--- src/nis_pkg.sv ---
// Package: register map, field layout and shared types of the NFC status register bank
package nis_pkg;

  localparam logic [7:0] NIS_OFS_MAIN_IRQ = 8'h1a;
  localparam logic [7:0] NIS_OFS_TIMER_FIELD = 8'h1b;
  localparam logic [7:0] NIS_OFS_ERR_WAKE = 8'h1c;
  localparam logic [7:0] NIS_OFS_PT_IRQ = 8'h1d;
  localparam logic [7:0] NIS_OFS_FILL_LOW = 8'h1e;
  localparam logic [7:0] NIS_OFS_FILL_HIGH = 8'h1f;
  localparam logic [7:0] NIS_OFS_COLLISION = 8'h20;
  localparam logic [7:0] NIS_OFS_TARGET_STATE = 8'h21;
  localparam logic [7:0] NIS_OFS_TX_LEN_HIGH = 8'h22;
  localparam logic [7:0] NIS_OFS_TX_LEN_LOW = 8'h23;
  localparam logic [7:0] NIS_OFS_BITRATE_TIMER = 8'h24;
  localparam logic [7:0] NIS_OFS_CONVERTER = 8'h25;
  localparam logic [7:0] NIS_OFS_TUNE_A = 8'h26;
  localparam logic [7:0] NIS_OFS_TUNE_B = 8'h27;
  localparam logic [7:0] NIS_OFS_TX_DRIVER = 8'h28;

  localparam logic [7:0] NIS_RST_TUNE_A = 8'h80;
  localparam logic [7:0] NIS_RST_TUNE_B = 8'h80;
  localparam logic [7:0] NIS_RST_TX_DRIVER = 8'h70;
  localparam logic [7:0] NIS_RST_TX_LEN = 8'h00;

  localparam int NIS_FILL_MAX = 512;
  localparam int NIS_TX_LEN_MAX = 8191;

  // Event strobes from the protocol core, one-cycle pulses
  typedef struct packed {
    logic direct_cmd_done;
    logic no_response_expired;
    logic general_timer_expired;
    logic field_on;
    logic field_off;
    logic collision_in_avoidance;
    logic guard_time_done;
    logic bitrate_recognised;
    logic crc_error;
    logic parity_error;
    logic soft_framing_irq;
    logic hard_framing_irq;
    logic wakeup_timer_irq;
    logic amplitude_wake;
    logic phase_wake;
    logic peer_wait_timeout_irq;
    logic slot_pool_low_irq;
    logic active_field_on;
    logic auto_response_sent;
    logic f_target_active_irq;
    logic a_target_active_star_irq;
    logic a_target_active_irq;
  } nis_events_t;

  // Live status levels from the core
  typedef struct packed {
    logic [9:0] fill_count;
    logic fill_underflow;
    logic fill_overflow;
    logic [2:0] partial_byte_bits;
    logic last_byte_parity_missing;
    logic collision_valid;
    logic [3:0] collision_bytes;
    logic [2:0] collision_bits;
    logic collision_in_parity;
    logic [3:0] target_state;
    logic [1:0] bitrate_code;
    logic peer_field_wait_running;
    logic general_timer_running;
    logic no_response_running;
    logic mask_receive_running;
    logic [7:0] converter_value;
  } nis_status_t;

  // Host-written settings handed to the core
  typedef struct packed {
    logic [12:0] tx_full_bytes;
    logic [2:0] tx_extra_bits;
    logic [7:0] tuning_a;
    logic [7:0] tuning_b;
    logic [7:0] tx_driver;
  } nis_config_t;

  typedef enum logic [3:0] {
    NIS_PT_POWER_OFF = 4'b0000,
    NIS_PT_IDLE = 4'b0001,
    NIS_PT_READY_L1 = 4'b0010,
    NIS_PT_READY_L2 = 4'b0011,
    NIS_PT_ACTIVE = 4'b0101,
    NIS_PT_HALT = 4'b1001,
    NIS_PT_READY_L1_STAR = 4'b1010,
    NIS_PT_READY_L2_STAR = 4'b1011,
    NIS_PT_ACTIVE_STAR = 4'b1101
  } nis_pt_state_t;

endpackage : nis_pkg

--- src/nis_flag_reg.sv ---
// Sticky 8-bit flag register with clear-on-read, set winning over clear
`timescale 1ns/1ps
module nis_flag_reg
  import nis_pkg::*;
#(
  parameter int WIDTH = 8
) (
  input wire logic mclk,
  input wire logic reset_n,
  input wire logic [WIDTH-1:0] set_bits,
  input wire logic clear,
  output logic [WIDTH-1:0] flags
);

  typedef struct packed {
    logic [WIDTH-1:0] flags;
  } nis_flag_state_t;

  nis_flag_state_t state_q;
  nis_flag_state_t state_d;

  initial begin
    if (WIDTH < 1) begin
      $error("nis_flag_reg: WIDTH must be at least 1");
    end
  end

  always_comb begin
    state_d = state_q;
    if (clear) begin
      state_d.flags = '0;
    end
    // Event in the clearing cycle survives
    state_d.flags = state_d.flags | set_bits;
  end

  always_ff @(posedge mclk or negedge reset_n) begin
    if (!reset_n) begin
      state_q <= '0;
    end else begin
      state_q <= state_d;
    end
  end

  assign flags = state_q.flags;

endmodule : nis_flag_reg

--- src/nis_status_regs.sv ---
// NFC front end interrupt, status and display registers on an Avalon-MM slave
// Behaviour
// - Reading timer/field and target flags clears them
// - Main interrupt read clears error/wake-up flags
// - Bits 5,4,3: timer expiry, field on, off
// - Bit 1 guard time done, bit 2 collision
// - Error bits: CRC, parity, soft, hard framing
// - Wake-up bits: timer 3, amplitude 2, phase 1
// - Bit 6: only four free slot numbers
// - Bit 5 active field on, bit 7 timeout
// - Bit 4: automatic anticollision response sent
// - Bits 3,1,0: F response, Active*, Active
// - Ten-bit fill count split, underflow, overflow flags
// - Partial last byte bits and missing parity
// - First collision byte and bit position recorded
// - Bit 0 marks collision on parity bit
// - Four-bit ISO-A passive target state code
// - Thirteen-bit byte count, upper eight first
// - Three extra bits after last full byte
// - Running flags for four internal timers
// - Bit rate result bits 5:4, converter value
// - Timer/field register at 1Bh, bits 7,6
`timescale 1ns/1ps
module nis_status_regs
  import nis_pkg::*;
#(
  parameter int ADDR_WIDTH = 8
) (
  input wire logic mclk,
  input wire logic reset_n,
  input wire logic [ADDR_WIDTH-1:0] avs_address,
  input wire logic avs_read,
  input wire logic avs_write,
  input wire logic [31:0] avs_writedata,
  input wire logic [3:0] avs_byteenable,
  output logic [31:0] avs_readdata,
  output logic avs_waitrequest,
  output logic [1:0] avs_response,
  input wire logic [7:0] main_irq_value,
  input wire nis_events_t events,
  input wire nis_status_t status,
  output nis_config_t config_out,
  output logic main_irq_read
);

  // ---------------------------------------------------------------
  // Elaboration checks
  // ---------------------------------------------------------------
  initial begin
    if (ADDR_WIDTH < 8) begin
      $error("nis_status_regs: ADDR_WIDTH must be at least 8");
    end
    if (NIS_FILL_MAX > 1023) begin
      $error("nis_status_regs: fill limit does not fit ten bits");
    end
    if (NIS_TX_LEN_MAX > 8191) begin
      $error("nis_status_regs: byte count limit exceeds thirteen bits");
    end
  end

  // ---------------------------------------------------------------
  // State
  // ---------------------------------------------------------------
  typedef enum logic [1:0] {
    NIS_BUS_IDLE = 2'b00,
    NIS_BUS_ANSWER = 2'b01
  } nis_bus_state_t;

  typedef struct packed {
    nis_bus_state_t bus;
    logic [31:0] readdata;
    logic waitrequest;
    logic [1:0] response;
    logic main_read;
    logic [7:0] tx_len_high;
    logic [7:0] tx_len_low;
    logic [7:0] tune_a;
    logic [7:0] tune_b;
    logic [7:0] tx_driver;
    logic [9:0] fill_count;
    logic [7:0] fill_flags;
    logic [7:0] collision;
    logic [3:0] target_state;
    logic [7:0] bitrate_timer;
    logic [7:0] converter;
  } nis_state_t;

  nis_state_t state_q;
  nis_state_t state_d;

  logic [7:0] tf_set;
  logic [7:0] ew_set;
  logic [7:0] pt_set;
  logic [7:0] tf_flags;
  logic [7:0] ew_flags;
  logic [7:0] pt_flags;
  logic [7:0] word_addr;
  logic [7:0] read_byte;
  logic mapped;
  logic writable;
  logic read_taken;
  logic tf_clear;
  logic ew_clear;
  logic pt_clear;

  // ---------------------------------------------------------------
  // Event bit assembly
  // ---------------------------------------------------------------
  assign tf_set = {events.direct_cmd_done,
                   events.no_response_expired,
                   events.general_timer_expired,
                   events.field_on,
                   events.field_off,
                   events.collision_in_avoidance,
                   events.guard_time_done,
                   events.bitrate_recognised};

  assign ew_set = {events.crc_error,
                   events.parity_error,
                   events.soft_framing_irq,
                   events.hard_framing_irq,
                   events.wakeup_timer_irq,
                   events.amplitude_wake,
                   events.phase_wake,
                   1'b0};

  assign pt_set = {events.peer_wait_timeout_irq,
                   events.slot_pool_low_irq,
                   events.active_field_on,
                   events.auto_response_sent,
                   events.f_target_active_irq,
                   1'b0,
                   events.a_target_active_star_irq,
                   events.a_target_active_irq};

  // ---------------------------------------------------------------
  // Sticky flag registers
  // ---------------------------------------------------------------
  // Clear strobes come from the taking edge of a read, see below
  nis_flag_reg #(
    .WIDTH(8)
  ) u_timer_field (
    .mclk(mclk),
    .reset_n(reset_n),
    .set_bits(tf_set),
    .clear(tf_clear),
    .flags(tf_flags)
  );

  nis_flag_reg #(
    .WIDTH(8)
  ) u_err_wake (
    .mclk(mclk),
    .reset_n(reset_n),
    .set_bits(ew_set),
    .clear(ew_clear),
    .flags(ew_flags)
  );

  nis_flag_reg #(
    .WIDTH(8)
  ) u_target (
    .mclk(mclk),
    .reset_n(reset_n),
    .set_bits(pt_set),
    .clear(pt_clear),
    .flags(pt_flags)
  );

  // ---------------------------------------------------------------
  // Address decode
  // ---------------------------------------------------------------
  // Offsets are not multiples of four: byte address is four times the index
  always_comb begin
    word_addr = avs_address[ADDR_WIDTH-1:2] > 8'hff ? 8'hff : 8'(avs_address[ADDR_WIDTH-1:2]);
    mapped = (avs_address[1:0] == 2'b00)
      && (word_addr >= NIS_OFS_MAIN_IRQ) && (word_addr <= NIS_OFS_TX_DRIVER);
    writable = 1'b0;
    read_byte = 8'h00;
    if (word_addr == NIS_OFS_MAIN_IRQ) begin
      read_byte = main_irq_value;
    end else if (word_addr == NIS_OFS_TIMER_FIELD) begin
      read_byte = tf_flags;
    end else if (word_addr == NIS_OFS_ERR_WAKE) begin
      read_byte = ew_flags;
    end else if (word_addr == NIS_OFS_PT_IRQ) begin
      read_byte = pt_flags;
    end else if (word_addr == NIS_OFS_FILL_LOW) begin
      read_byte = state_q.fill_count[7:0];
    end else if (word_addr == NIS_OFS_FILL_HIGH) begin
      read_byte = {state_q.fill_count[9:8], state_q.fill_flags[5:0]};
    end else if (word_addr == NIS_OFS_COLLISION) begin
      read_byte = state_q.collision;
    end else if (word_addr == NIS_OFS_TARGET_STATE) begin
      read_byte = {4'h0, state_q.target_state};
    end else if (word_addr == NIS_OFS_TX_LEN_HIGH) begin
      read_byte = state_q.tx_len_high;
      writable = 1'b1;
    end else if (word_addr == NIS_OFS_TX_LEN_LOW) begin
      read_byte = state_q.tx_len_low;
      writable = 1'b1;
    end else if (word_addr == NIS_OFS_BITRATE_TIMER) begin
      read_byte = state_q.bitrate_timer;
    end else if (word_addr == NIS_OFS_CONVERTER) begin
      read_byte = state_q.converter;
    end else if (word_addr == NIS_OFS_TUNE_A) begin
      read_byte = state_q.tune_a;
      writable = 1'b1;
    end else if (word_addr == NIS_OFS_TUNE_B) begin
      read_byte = state_q.tune_b;
      writable = 1'b1;
    end else if (word_addr == NIS_OFS_TX_DRIVER) begin
      read_byte = state_q.tx_driver;
      writable = 1'b1;
    end
  end

  // ---------------------------------------------------------------
  // Clear-on-read strobes
  // ---------------------------------------------------------------
  // The clear acts on the edge that takes the read, the same edge that
  // captures the read data. An event on that edge is set after the clear
  // and survives; clearing one edge later would drop it unseen
  always_comb begin
    // Only a read that the bus takes this edge clears anything
    read_taken = (state_q.bus == NIS_BUS_IDLE) && avs_read && mapped;
    tf_clear = 1'b0;
    ew_clear = 1'b0;
    pt_clear = 1'b0;
    if (read_taken) begin
      // Main register read empties the error/wake-up flags
      if (word_addr == NIS_OFS_MAIN_IRQ) begin
        ew_clear = 1'b1;
      end else if (word_addr == NIS_OFS_TIMER_FIELD) begin
        tf_clear = 1'b1;
      end else if (word_addr == NIS_OFS_PT_IRQ) begin
        pt_clear = 1'b1;
      end
    end
  end

  // ---------------------------------------------------------------
  // Next state
  // ---------------------------------------------------------------
  always_comb begin
    state_d = state_q;
    state_d.main_read = 1'b0;

    // Status snapshots except the collision position follow the core every cycle
    state_d.fill_count = status.fill_count > 10'(NIS_FILL_MAX) ?
      10'(NIS_FILL_MAX) : status.fill_count;
    state_d.fill_flags = {2'b00, status.fill_underflow, status.fill_overflow,
                          status.partial_byte_bits,
                          status.last_byte_parity_missing};
    // Position only updated on a valid anticollision collision
    if (status.collision_valid) begin
      state_d.collision = {status.collision_bytes, status.collision_bits,
                           status.collision_in_parity};
    end
    state_d.target_state = status.target_state;
    state_d.bitrate_timer = {2'b00, status.bitrate_code,
                             status.peer_field_wait_running,
                             status.general_timer_running,
                             status.no_response_running,
                             status.mask_receive_running};
    state_d.converter = status.converter_value;

    case (state_q.bus)
      NIS_BUS_IDLE: begin
        state_d.waitrequest = 1'b1;
        if (avs_read || avs_write) begin
          state_d.bus = NIS_BUS_ANSWER;
          state_d.waitrequest = 1'b0;
          state_d.response = mapped ? 2'b00 : 2'b11;
          state_d.readdata = avs_read && mapped ? {24'h00_0000, read_byte} : 32'h0000_0000;
          if (avs_read && mapped && (word_addr == NIS_OFS_MAIN_IRQ)) begin
            state_d.main_read = 1'b1;
          end
          // Read-only registers drop writes silently
          if (avs_write && mapped && writable && avs_byteenable[0]) begin
            if (word_addr == NIS_OFS_TX_LEN_HIGH) begin
              state_d.tx_len_high = avs_writedata[7:0];
            end else if (word_addr == NIS_OFS_TX_LEN_LOW) begin
              state_d.tx_len_low = avs_writedata[7:0];
            end else if (word_addr == NIS_OFS_TUNE_A) begin
              state_d.tune_a = avs_writedata[7:0];
            end else if (word_addr == NIS_OFS_TUNE_B) begin
              state_d.tune_b = avs_writedata[7:0];
            end else if (word_addr == NIS_OFS_TX_DRIVER) begin
              state_d.tx_driver = avs_writedata[7:0];
            end
          end
        end
      end
      NIS_BUS_ANSWER: begin
        state_d.bus = NIS_BUS_IDLE;
        state_d.waitrequest = 1'b1;
        state_d.response = 2'b00;
      end
      default: begin
        state_d.bus = NIS_BUS_IDLE;
        state_d.waitrequest = 1'b1;
      end
    endcase
  end

  // ---------------------------------------------------------------
  // Registers
  // ---------------------------------------------------------------
  always_ff @(posedge mclk or negedge reset_n) begin
    if (!reset_n) begin
      state_q <= '0;
      state_q.bus <= NIS_BUS_IDLE;
      state_q.waitrequest <= 1'b1;
      state_q.tx_len_high <= NIS_RST_TX_LEN;
      state_q.tx_len_low <= NIS_RST_TX_LEN;
      state_q.tune_a <= NIS_RST_TUNE_A;
      state_q.tune_b <= NIS_RST_TUNE_B;
      state_q.tx_driver <= NIS_RST_TX_DRIVER;
    end else begin
      state_q <= state_d;
    end
  end

  // ---------------------------------------------------------------
  // Outputs
  // ---------------------------------------------------------------
  assign avs_readdata = state_q.readdata;
  assign avs_waitrequest = state_q.waitrequest;
  assign avs_response = state_q.response;
  assign main_irq_read = state_q.main_read;
  // Byte count upper eight bits sit in the first register
  assign config_out.tx_full_bytes = {state_q.tx_len_high, state_q.tx_len_low[7:3]};
  assign config_out.tx_extra_bits = state_q.tx_len_low[2:0];
  assign config_out.tuning_a = state_q.tune_a;
  assign config_out.tuning_b = state_q.tune_b;
  assign config_out.tx_driver = state_q.tx_driver;

endmodule : nis_status_regs

--- config.mk ---
export PLATFORM = sky130hd
export DESIGN_NAME = nis_status_regs
export DESIGN_NICKNAME = d
export VERILOG_FILES = /design/src/nis_pkg.sv /design/src/nis_flag_reg.sv /design/src/nis_status_regs.sv
export SDC_FILE = /design/constraint.sdc
export NUM_CORES = 1
export LEC_CHECK = 0
export BUFFER_PORTS_ARGS = -buffer_cell sky130_fd_sc_hd__buf_4
export CAP_MARGIN = 20
export CORE_MARGIN = 3
export CORE_UTILIZATION = 53
export CTS_BUF_LIST = sky130_fd_sc_hd__clkbuf_8
export DETAILED_ROUTE_END_ITERATION = 12
export PLACE_DENSITY_LB_ADDON = 0.05
export SYNTH_ARGS = -nofsm -noshare
export SYNTH_HDL_FRONTEND = slang
export SYNTH_HIERARCHICAL = 1
export SYNTH_SLANG_ARGS = --single-unit
export TNS_END_PERCENT = 30
--- constraint.sdc ---
create_clock -name mclk -period 2.2 [get_ports mclk]
set_input_delay 0.33 -clock mclk [delete_from_list [all_inputs] [get_ports mclk]]
set_output_delay 0.33 -clock mclk [all_outputs]
set_load 0.05 [all_outputs]
======== Yosys cells after proc, flatten, opt, wreduce, memory -nomap -nowiden ========
Cells that the tools add are included.
Widths: inputs -> output; s select.
operators by class
  equal/unequal tests ..................... 17
  order comparisons ....................... 3
  muxes and demuxes ....................... 61
  reduce and logical (&&, ||, !) cells .... 20
  bitwise gates (word level) .............. 7
operators by type and width
  kind                  number
  $mux 8                25
  $mux 78               1
  $eq 6x6->1 const B    9
  $mux 41               1
  $mux 40               1
  $eq 6x5->1 const B    6
  $mux 32               1
  $mux 1                26
  $mux 24               1
  $or 8x8->8            3
  $mux 16               1
  $gt 10x10->1 const B  1
  $mux 10               1
  $logic_and 1x1->1     9
  $reduce_and 8->1      1
  $reduce_and 7->1      1
  $ge 6x5->1 const B    1
  $le 6x6->1 const B    1
  $reduce_and 6->1      1
  $reduce_and 5->1      1
  $logic_not 2->1       2
  $mux 2                2
  $not 1->1             4
  $pmux 2 s2            1
  other kinds (6)       7
storage, ports and cells
  logic and storage cells ................. 127
  bits in registers ....................... 144

======== Longest topological paths before layout ========
  depth in word-level cells ............... 21
  gate-level depth with buffers ........... 8
  gate-level depth less buffers ........... 6

======== Cells and area by module ========
Netlist, hierarchy kept.
by module, submodules not included
  module           times used  cells an instance  area each (µm²)
  nis_status_regs  1           506                5383.9
  nis_flag_reg     3           17                 264.0

======== Worst setup path before layout ========
No wires, ideal clock.
  path kind ............................... in2reg
  start point ............................. in avs_address[2]
  end point ............................... reg state_q (netlist bit config_out[0])
  stages on the path ...................... 7
  data arrival time ....................... 1824 ps
  data required time ...................... 2073 ps
  buffers on the path ..................... 2
  path slack .............................. 248 ps
  cell sequence ........................... buf_6 -> nor4b_4 -> a21oi_2 -> nor2_8 -> and3_1 -> buf_4 -> mux2_1
on the way
  word-level cells in the longest chain between the ends .. 19
  elaborated cells between the ends (all ways) .. 42
ends and longest elaborated chain
  item                                 RTL line                                        RTL
  start: declaration                   nis_status_regs.sv:31                           input wire logic [ADDR_WIDTH-1:0] avs_address,
  $eq 6x6->1                           nis_status_regs.sv:212, nis_status_regs.sv:289
  $mux 1                               nis_status_regs.sv:212                          end else if (word_addr == NIS_OFS_TX_DRIVER) begin
  $mux 1                               nis_status_regs.sv:209                          end else if (word_addr == NIS_OFS_TUNE_B) begin
  $mux 1                               nis_status_regs.sv:206                          end else if (word_addr == NIS_OFS_TUNE_A) begin
  $mux 1                               nis_status_regs.sv:204                          end else if (word_addr == NIS_OFS_CONVERTER) begin
  $mux 1                               nis_status_regs.sv:202                          end else if (word_addr == NIS_OFS_BITRATE_TIMER) begin
  $mux 1                               nis_status_regs.sv:199                          end else if (word_addr == NIS_OFS_TX_LEN_LOW) begin
  $mux 1                               nis_status_regs.sv:196                          end else if (word_addr == NIS_OFS_TX_LEN_HIGH) begin
  (+2 left out)                        n/a
  $mux 1                               nis_status_regs.sv:190                          end else if (word_addr == NIS_OFS_FILL_HIGH) begin
  $mux 1                               nis_status_regs.sv:188                          end else if (word_addr == NIS_OFS_FILL_LOW) begin
  $mux 1                               nis_status_regs.sv:186                          end else if (word_addr == NIS_OFS_PT_IRQ) begin
  $mux 1                               nis_status_regs.sv:184                          end else if (word_addr == NIS_OFS_ERR_WAKE) begin
  $mux 1                               nis_status_regs.sv:182                          end else if (word_addr == NIS_OFS_TIMER_FIELD) begin
  $mux 1                               nis_status_regs.sv:180                          if (word_addr == NIS_OFS_MAIN_IRQ) begin
  $logic_and 1x1->1 (2 in series)      nis_status_regs.sv:280                          if (avs_write && mapped && writable && avs_byteenable[0]) begin
  $reduce_and 8->1 (no source line) *  n/a
  end signal: assignment               nis_status_regs.sv:321                          state_q <= state_d;
  end: declaration                     nis_status_regs.sv:88                           nis_state_t state_q;
Mark *: on every way between the ends. The rest lies on a longest branch, timed or not.
A chain may end at the register's enable or synchronous reset.

======== Worst setup path in the final report ========
  start point ............................. reg state_q[122] (netlist name)
  end point ............................... reg state_q (netlist bit config_out[2])
on the way
  word-level cells in the longest chain between the ends .. 2
ends and longest elaborated chain
  item                               RTL line                RTL
  $logic_not 2->1                    nis_status_regs.sv:268  case (state_q.bus)
  $reduce_and 8->1 (no source line)  n/a
No other way between the ends.

==> run_results.csv <==
group,metric,value,unit
timing,relSlewSlack,60.2,%
critical_path,critPathLaunchType,"flop",
clock_network,cts_setup_buffers,0,
floorplanning,dieHeight,114,um
run_status,status,"completed",
detailed_routing,via_per_inst,5.57,
cells_and_area,nNetsFinal,816,
timing,hold_viol,0,
worst_hold_path,hold_start,"events[2]",
place,dpl_worst_slack,0.0806,ns
place,placedCellCount,791,
floorplanning,core,11100,um^2
logic_synthesis,synth_area_leader_cell,"dfrtp_1",
logic_synthesis,postSynthCellCount,557,
timing,timing.fmax,0.492,GHz
detailed_routing,dr.max_layer_used,"met4",
floorplanning,die_area,13000,um^2
power,powerDensity,640,nW/um^2
timing,fin_ws,0.168,ns
clock_network,clock_latency,0.45,ns
critical_path,path_class,"reg2reg",
cells_and_area,stdcell_count,848,
logic_synthesis,synthesis.area,6180,um^2
timing,finalCriticalPeriod,2.03,ns
logic_synthesis,synth.area.top_cells,"dfrtp_1, buf_4, mux2_1, mux2_4, a21o_1",
cells_and_area,final_layout_size_suffix_gt1_share,34.7,%
clock_network,numCtsBuffers,17,
logic_synthesis,synth_cell_type_count,66,
critical_path,r2r_end,"config_out[2]",
timing,slew_viol_final,0,
clock_network,cts_tree,"yes",
detailed_routing,ant_nets,0,
detailed_routing,post-route-drc-count,0,
grt,overflow,0,
logic_synthesis,synth_flop_cell,"dfrtp_1",
grt,grt_pass1_vias,4732,
clock_network,cts_root_buffer,"clkbuf_8",
timing,fin_crit_sh,92.4,%
timing,rsz0062_at_grt,"no",
place,portBuffers,145,
logic_synthesis,ys_warn_count,6,
grt,antenna_found_initial,0,
detailed_routing,firstDrtPassIters,5,
critical_path,rrSetupSlack,0.17,ns
logic_synthesis,async_flop_share,100,%
timing,setup_violations,0,
floorplanning,dieWidth,114,um
detailed_routing,vias,4725,
logic_synthesis,synth_top_area_share,45.4,%
critical_path,end_kind,"flop",
logic_synthesis,syn_avg_cell_area,11.1,um^2
worst_hold_path,min_delay_path_depth,2,
detailed_routing,routed_wl,16000,um
clock_network,clk_pin_slew,0.07,ns
floorplanning,ios,197,
grt,grt_pass1_wl,24900,um
grt,grt_max_degree,70,
critical_path,rr_startpoint,"state_q[122]",
detailed_routing,wl_met1,7120,um
grt,grt_usage,25.2,%
clock_network,cts_max_path_buffers,2,
detailed_routing,met3RoutedLength,1190,um
logic_synthesis,synth_edf_count,0,
critical_path,required,2.52,ns
critical_path,worstPathMaxFanout,8,
detailed_routing,wl_met2,7530,um
timing,tightest_slew,0.581,ns
job,drv_cap,0,
critical_path,reg2reg_depth,6,
logic_synthesis,ys_ff_latch,118,
power,peakVddDrop,0.537,mV
clock_network,ctsHtreeMaxLevel,4,
clock_network,cts_sinks,118,
worst_hold_path,hold-path-endpoint,"u_target/flags[3]",
power,leakage,3.63,nW
floorplanning,start_util,55.5,%
timing,setup-tns-final,0,ns
place,gp_congestion,0.904,
detailed_routing,drt_iter0_markers,336,
worst_hold_path,hp-class,"in2reg",
clock_network,cts_resized,0,
place,hpwl,11600,um
critical_path,worstPathArrival,2.36,ns
clock_network,cts_hold_buffers,25,
cells_and_area,n_antenna_cell,0,
detailed_routing,avgRoutedWirePerCell,18.9,um
cells_and_area,area_growth,25.3,%
timing,finClkSkew,0.00787,ns
floorplanning,rows,38,
logic_synthesis,yosysSeqAreaShare,47.9,%
## cells in the mapped netlist, types with 4 or more instances
cell      count
nor2b_1      18
a211oi_1      5
buf_2        13
a21o_1       27
buf_4        75
mux2_4       16
o22ai_1       5
inv_1        10
a22oi_1       5
nand2b_1      9
dfrtp_1     112
o21ai_0      34
clkbuf_1     11
nand2_1      20
dfstp_2       6
mux2_2       12
a21oi_1      27
mux2_1       24
a32o_1        4
a31oi_1       5
nor3_1        7
o211ai_1      5
nand3_1      19
nor2_1       10
mux2i_1      14
## state kept, by name, summed over array words and instances, names as in the netlist
| register | cells |
|---|---|
| avs_waitrequest | 1 |
| avs_readdata | 8 |
| u_target/flags | 8 |
| u_timer_field/flags | 8 |
| config_out | 40 |
| state_q | 43 |
| avs_response | 1 |
| u_err_wake/flags | 8 |
| main_irq_read | 1 |
## cells in the final DEF, fill, tap and decap left out, drive strengths merged, types with 14 or more instances in the layout
master	n
a21oi	28
o21ai	36
dlygate4sd3	25
clkbuf	20
mux2	52
conb	26
inv	17
a21o	27
mux2i	14
nand2	20
dfrtp	112
nand3	21
nor2b	18
buf	170
## critical path, cell delays in order, from the launching register on
cell	delay, ns
dfrtp_1	0.40
nor3_1	0.24
nand4_1	0.30
nor2_8	0.28
and3_1	0.23
buf_12	0.14
mux2_1	0.32
## power by group
part | switching, W | internal [W] | total, W | leakage (nW)
clock network | 0.000860 | 0.00119 | 0.00205 | 0.224
logic | 0.000387 | 0.000264 | 0.000651 | 2.00
registers | 0.0000263 | 0.00223 | 0.00225 | 1.41
## how the worst max path moves through the flow
stage | to | slack (ns) | depth (start not counted) | from
after detailed placement | config_out[2] | 0.08 | 7 | avs_address[1]
after CTS | config_out[2] | 0.16 | 6 | state_q[122]
after global placement | avs_readdata[7] | 0.06 | 7 | avs_address[4]
after floorplan | config_out[0] | 0.25 | 7 | avs_address[2]
after global routing | config_out[2] | 0.01 | 6 | state_q[122]
final | config_out[2] | 0.17 | 6 | state_q[122]
## area by class of cell
class / instances / area [um^2]
Fill cell: 846 / 3390
Sequential cell: 118 / 2960
Multi-Input combinational cell: 350 / 2580
Timing Repair Buffer: 195 / 1560
Clock buffer: 20 / 275
Tap cell: 140 / 175
Clock inverter: 12 / 140
Inverter: 13 / 48.8
## cell families after synthesis
| group | Yosys count | share of synthesized area (%) |
|---|---|---|
| buf+inv | 114 | 11.9 |
| flops | 118 | 47.9 |
| compound gates | 146 | 15.6 |
| other cells | 1 | 0.0607 |
| mux | 66 | 12.7 |
| simple gates | 112 | 11.8 |
## layer usage
layer  global-route usage [%]  vias up
met5                        0        -
met1                     35.3     2321
li1                         -     2189
met2                     38.4      195
met3                     7.53       20
met4                     6.81        0
## through the flow
step	util [%]	area [um^2]	power, W	hold WS [ns]
finish	69.6	7740	0.00496	0.0525
floorplan	-	6270	0.00265	0.0344
global placement	63.6	7070	0.00290	0.345
detailed placement	63.6	7070	0.00290	0.346
global route	69.6	7740	0.00515	0.0282
CTS	69.6	7740	0.00500	0.0248
Note: power is estimated with default switching activity, not from simulation.
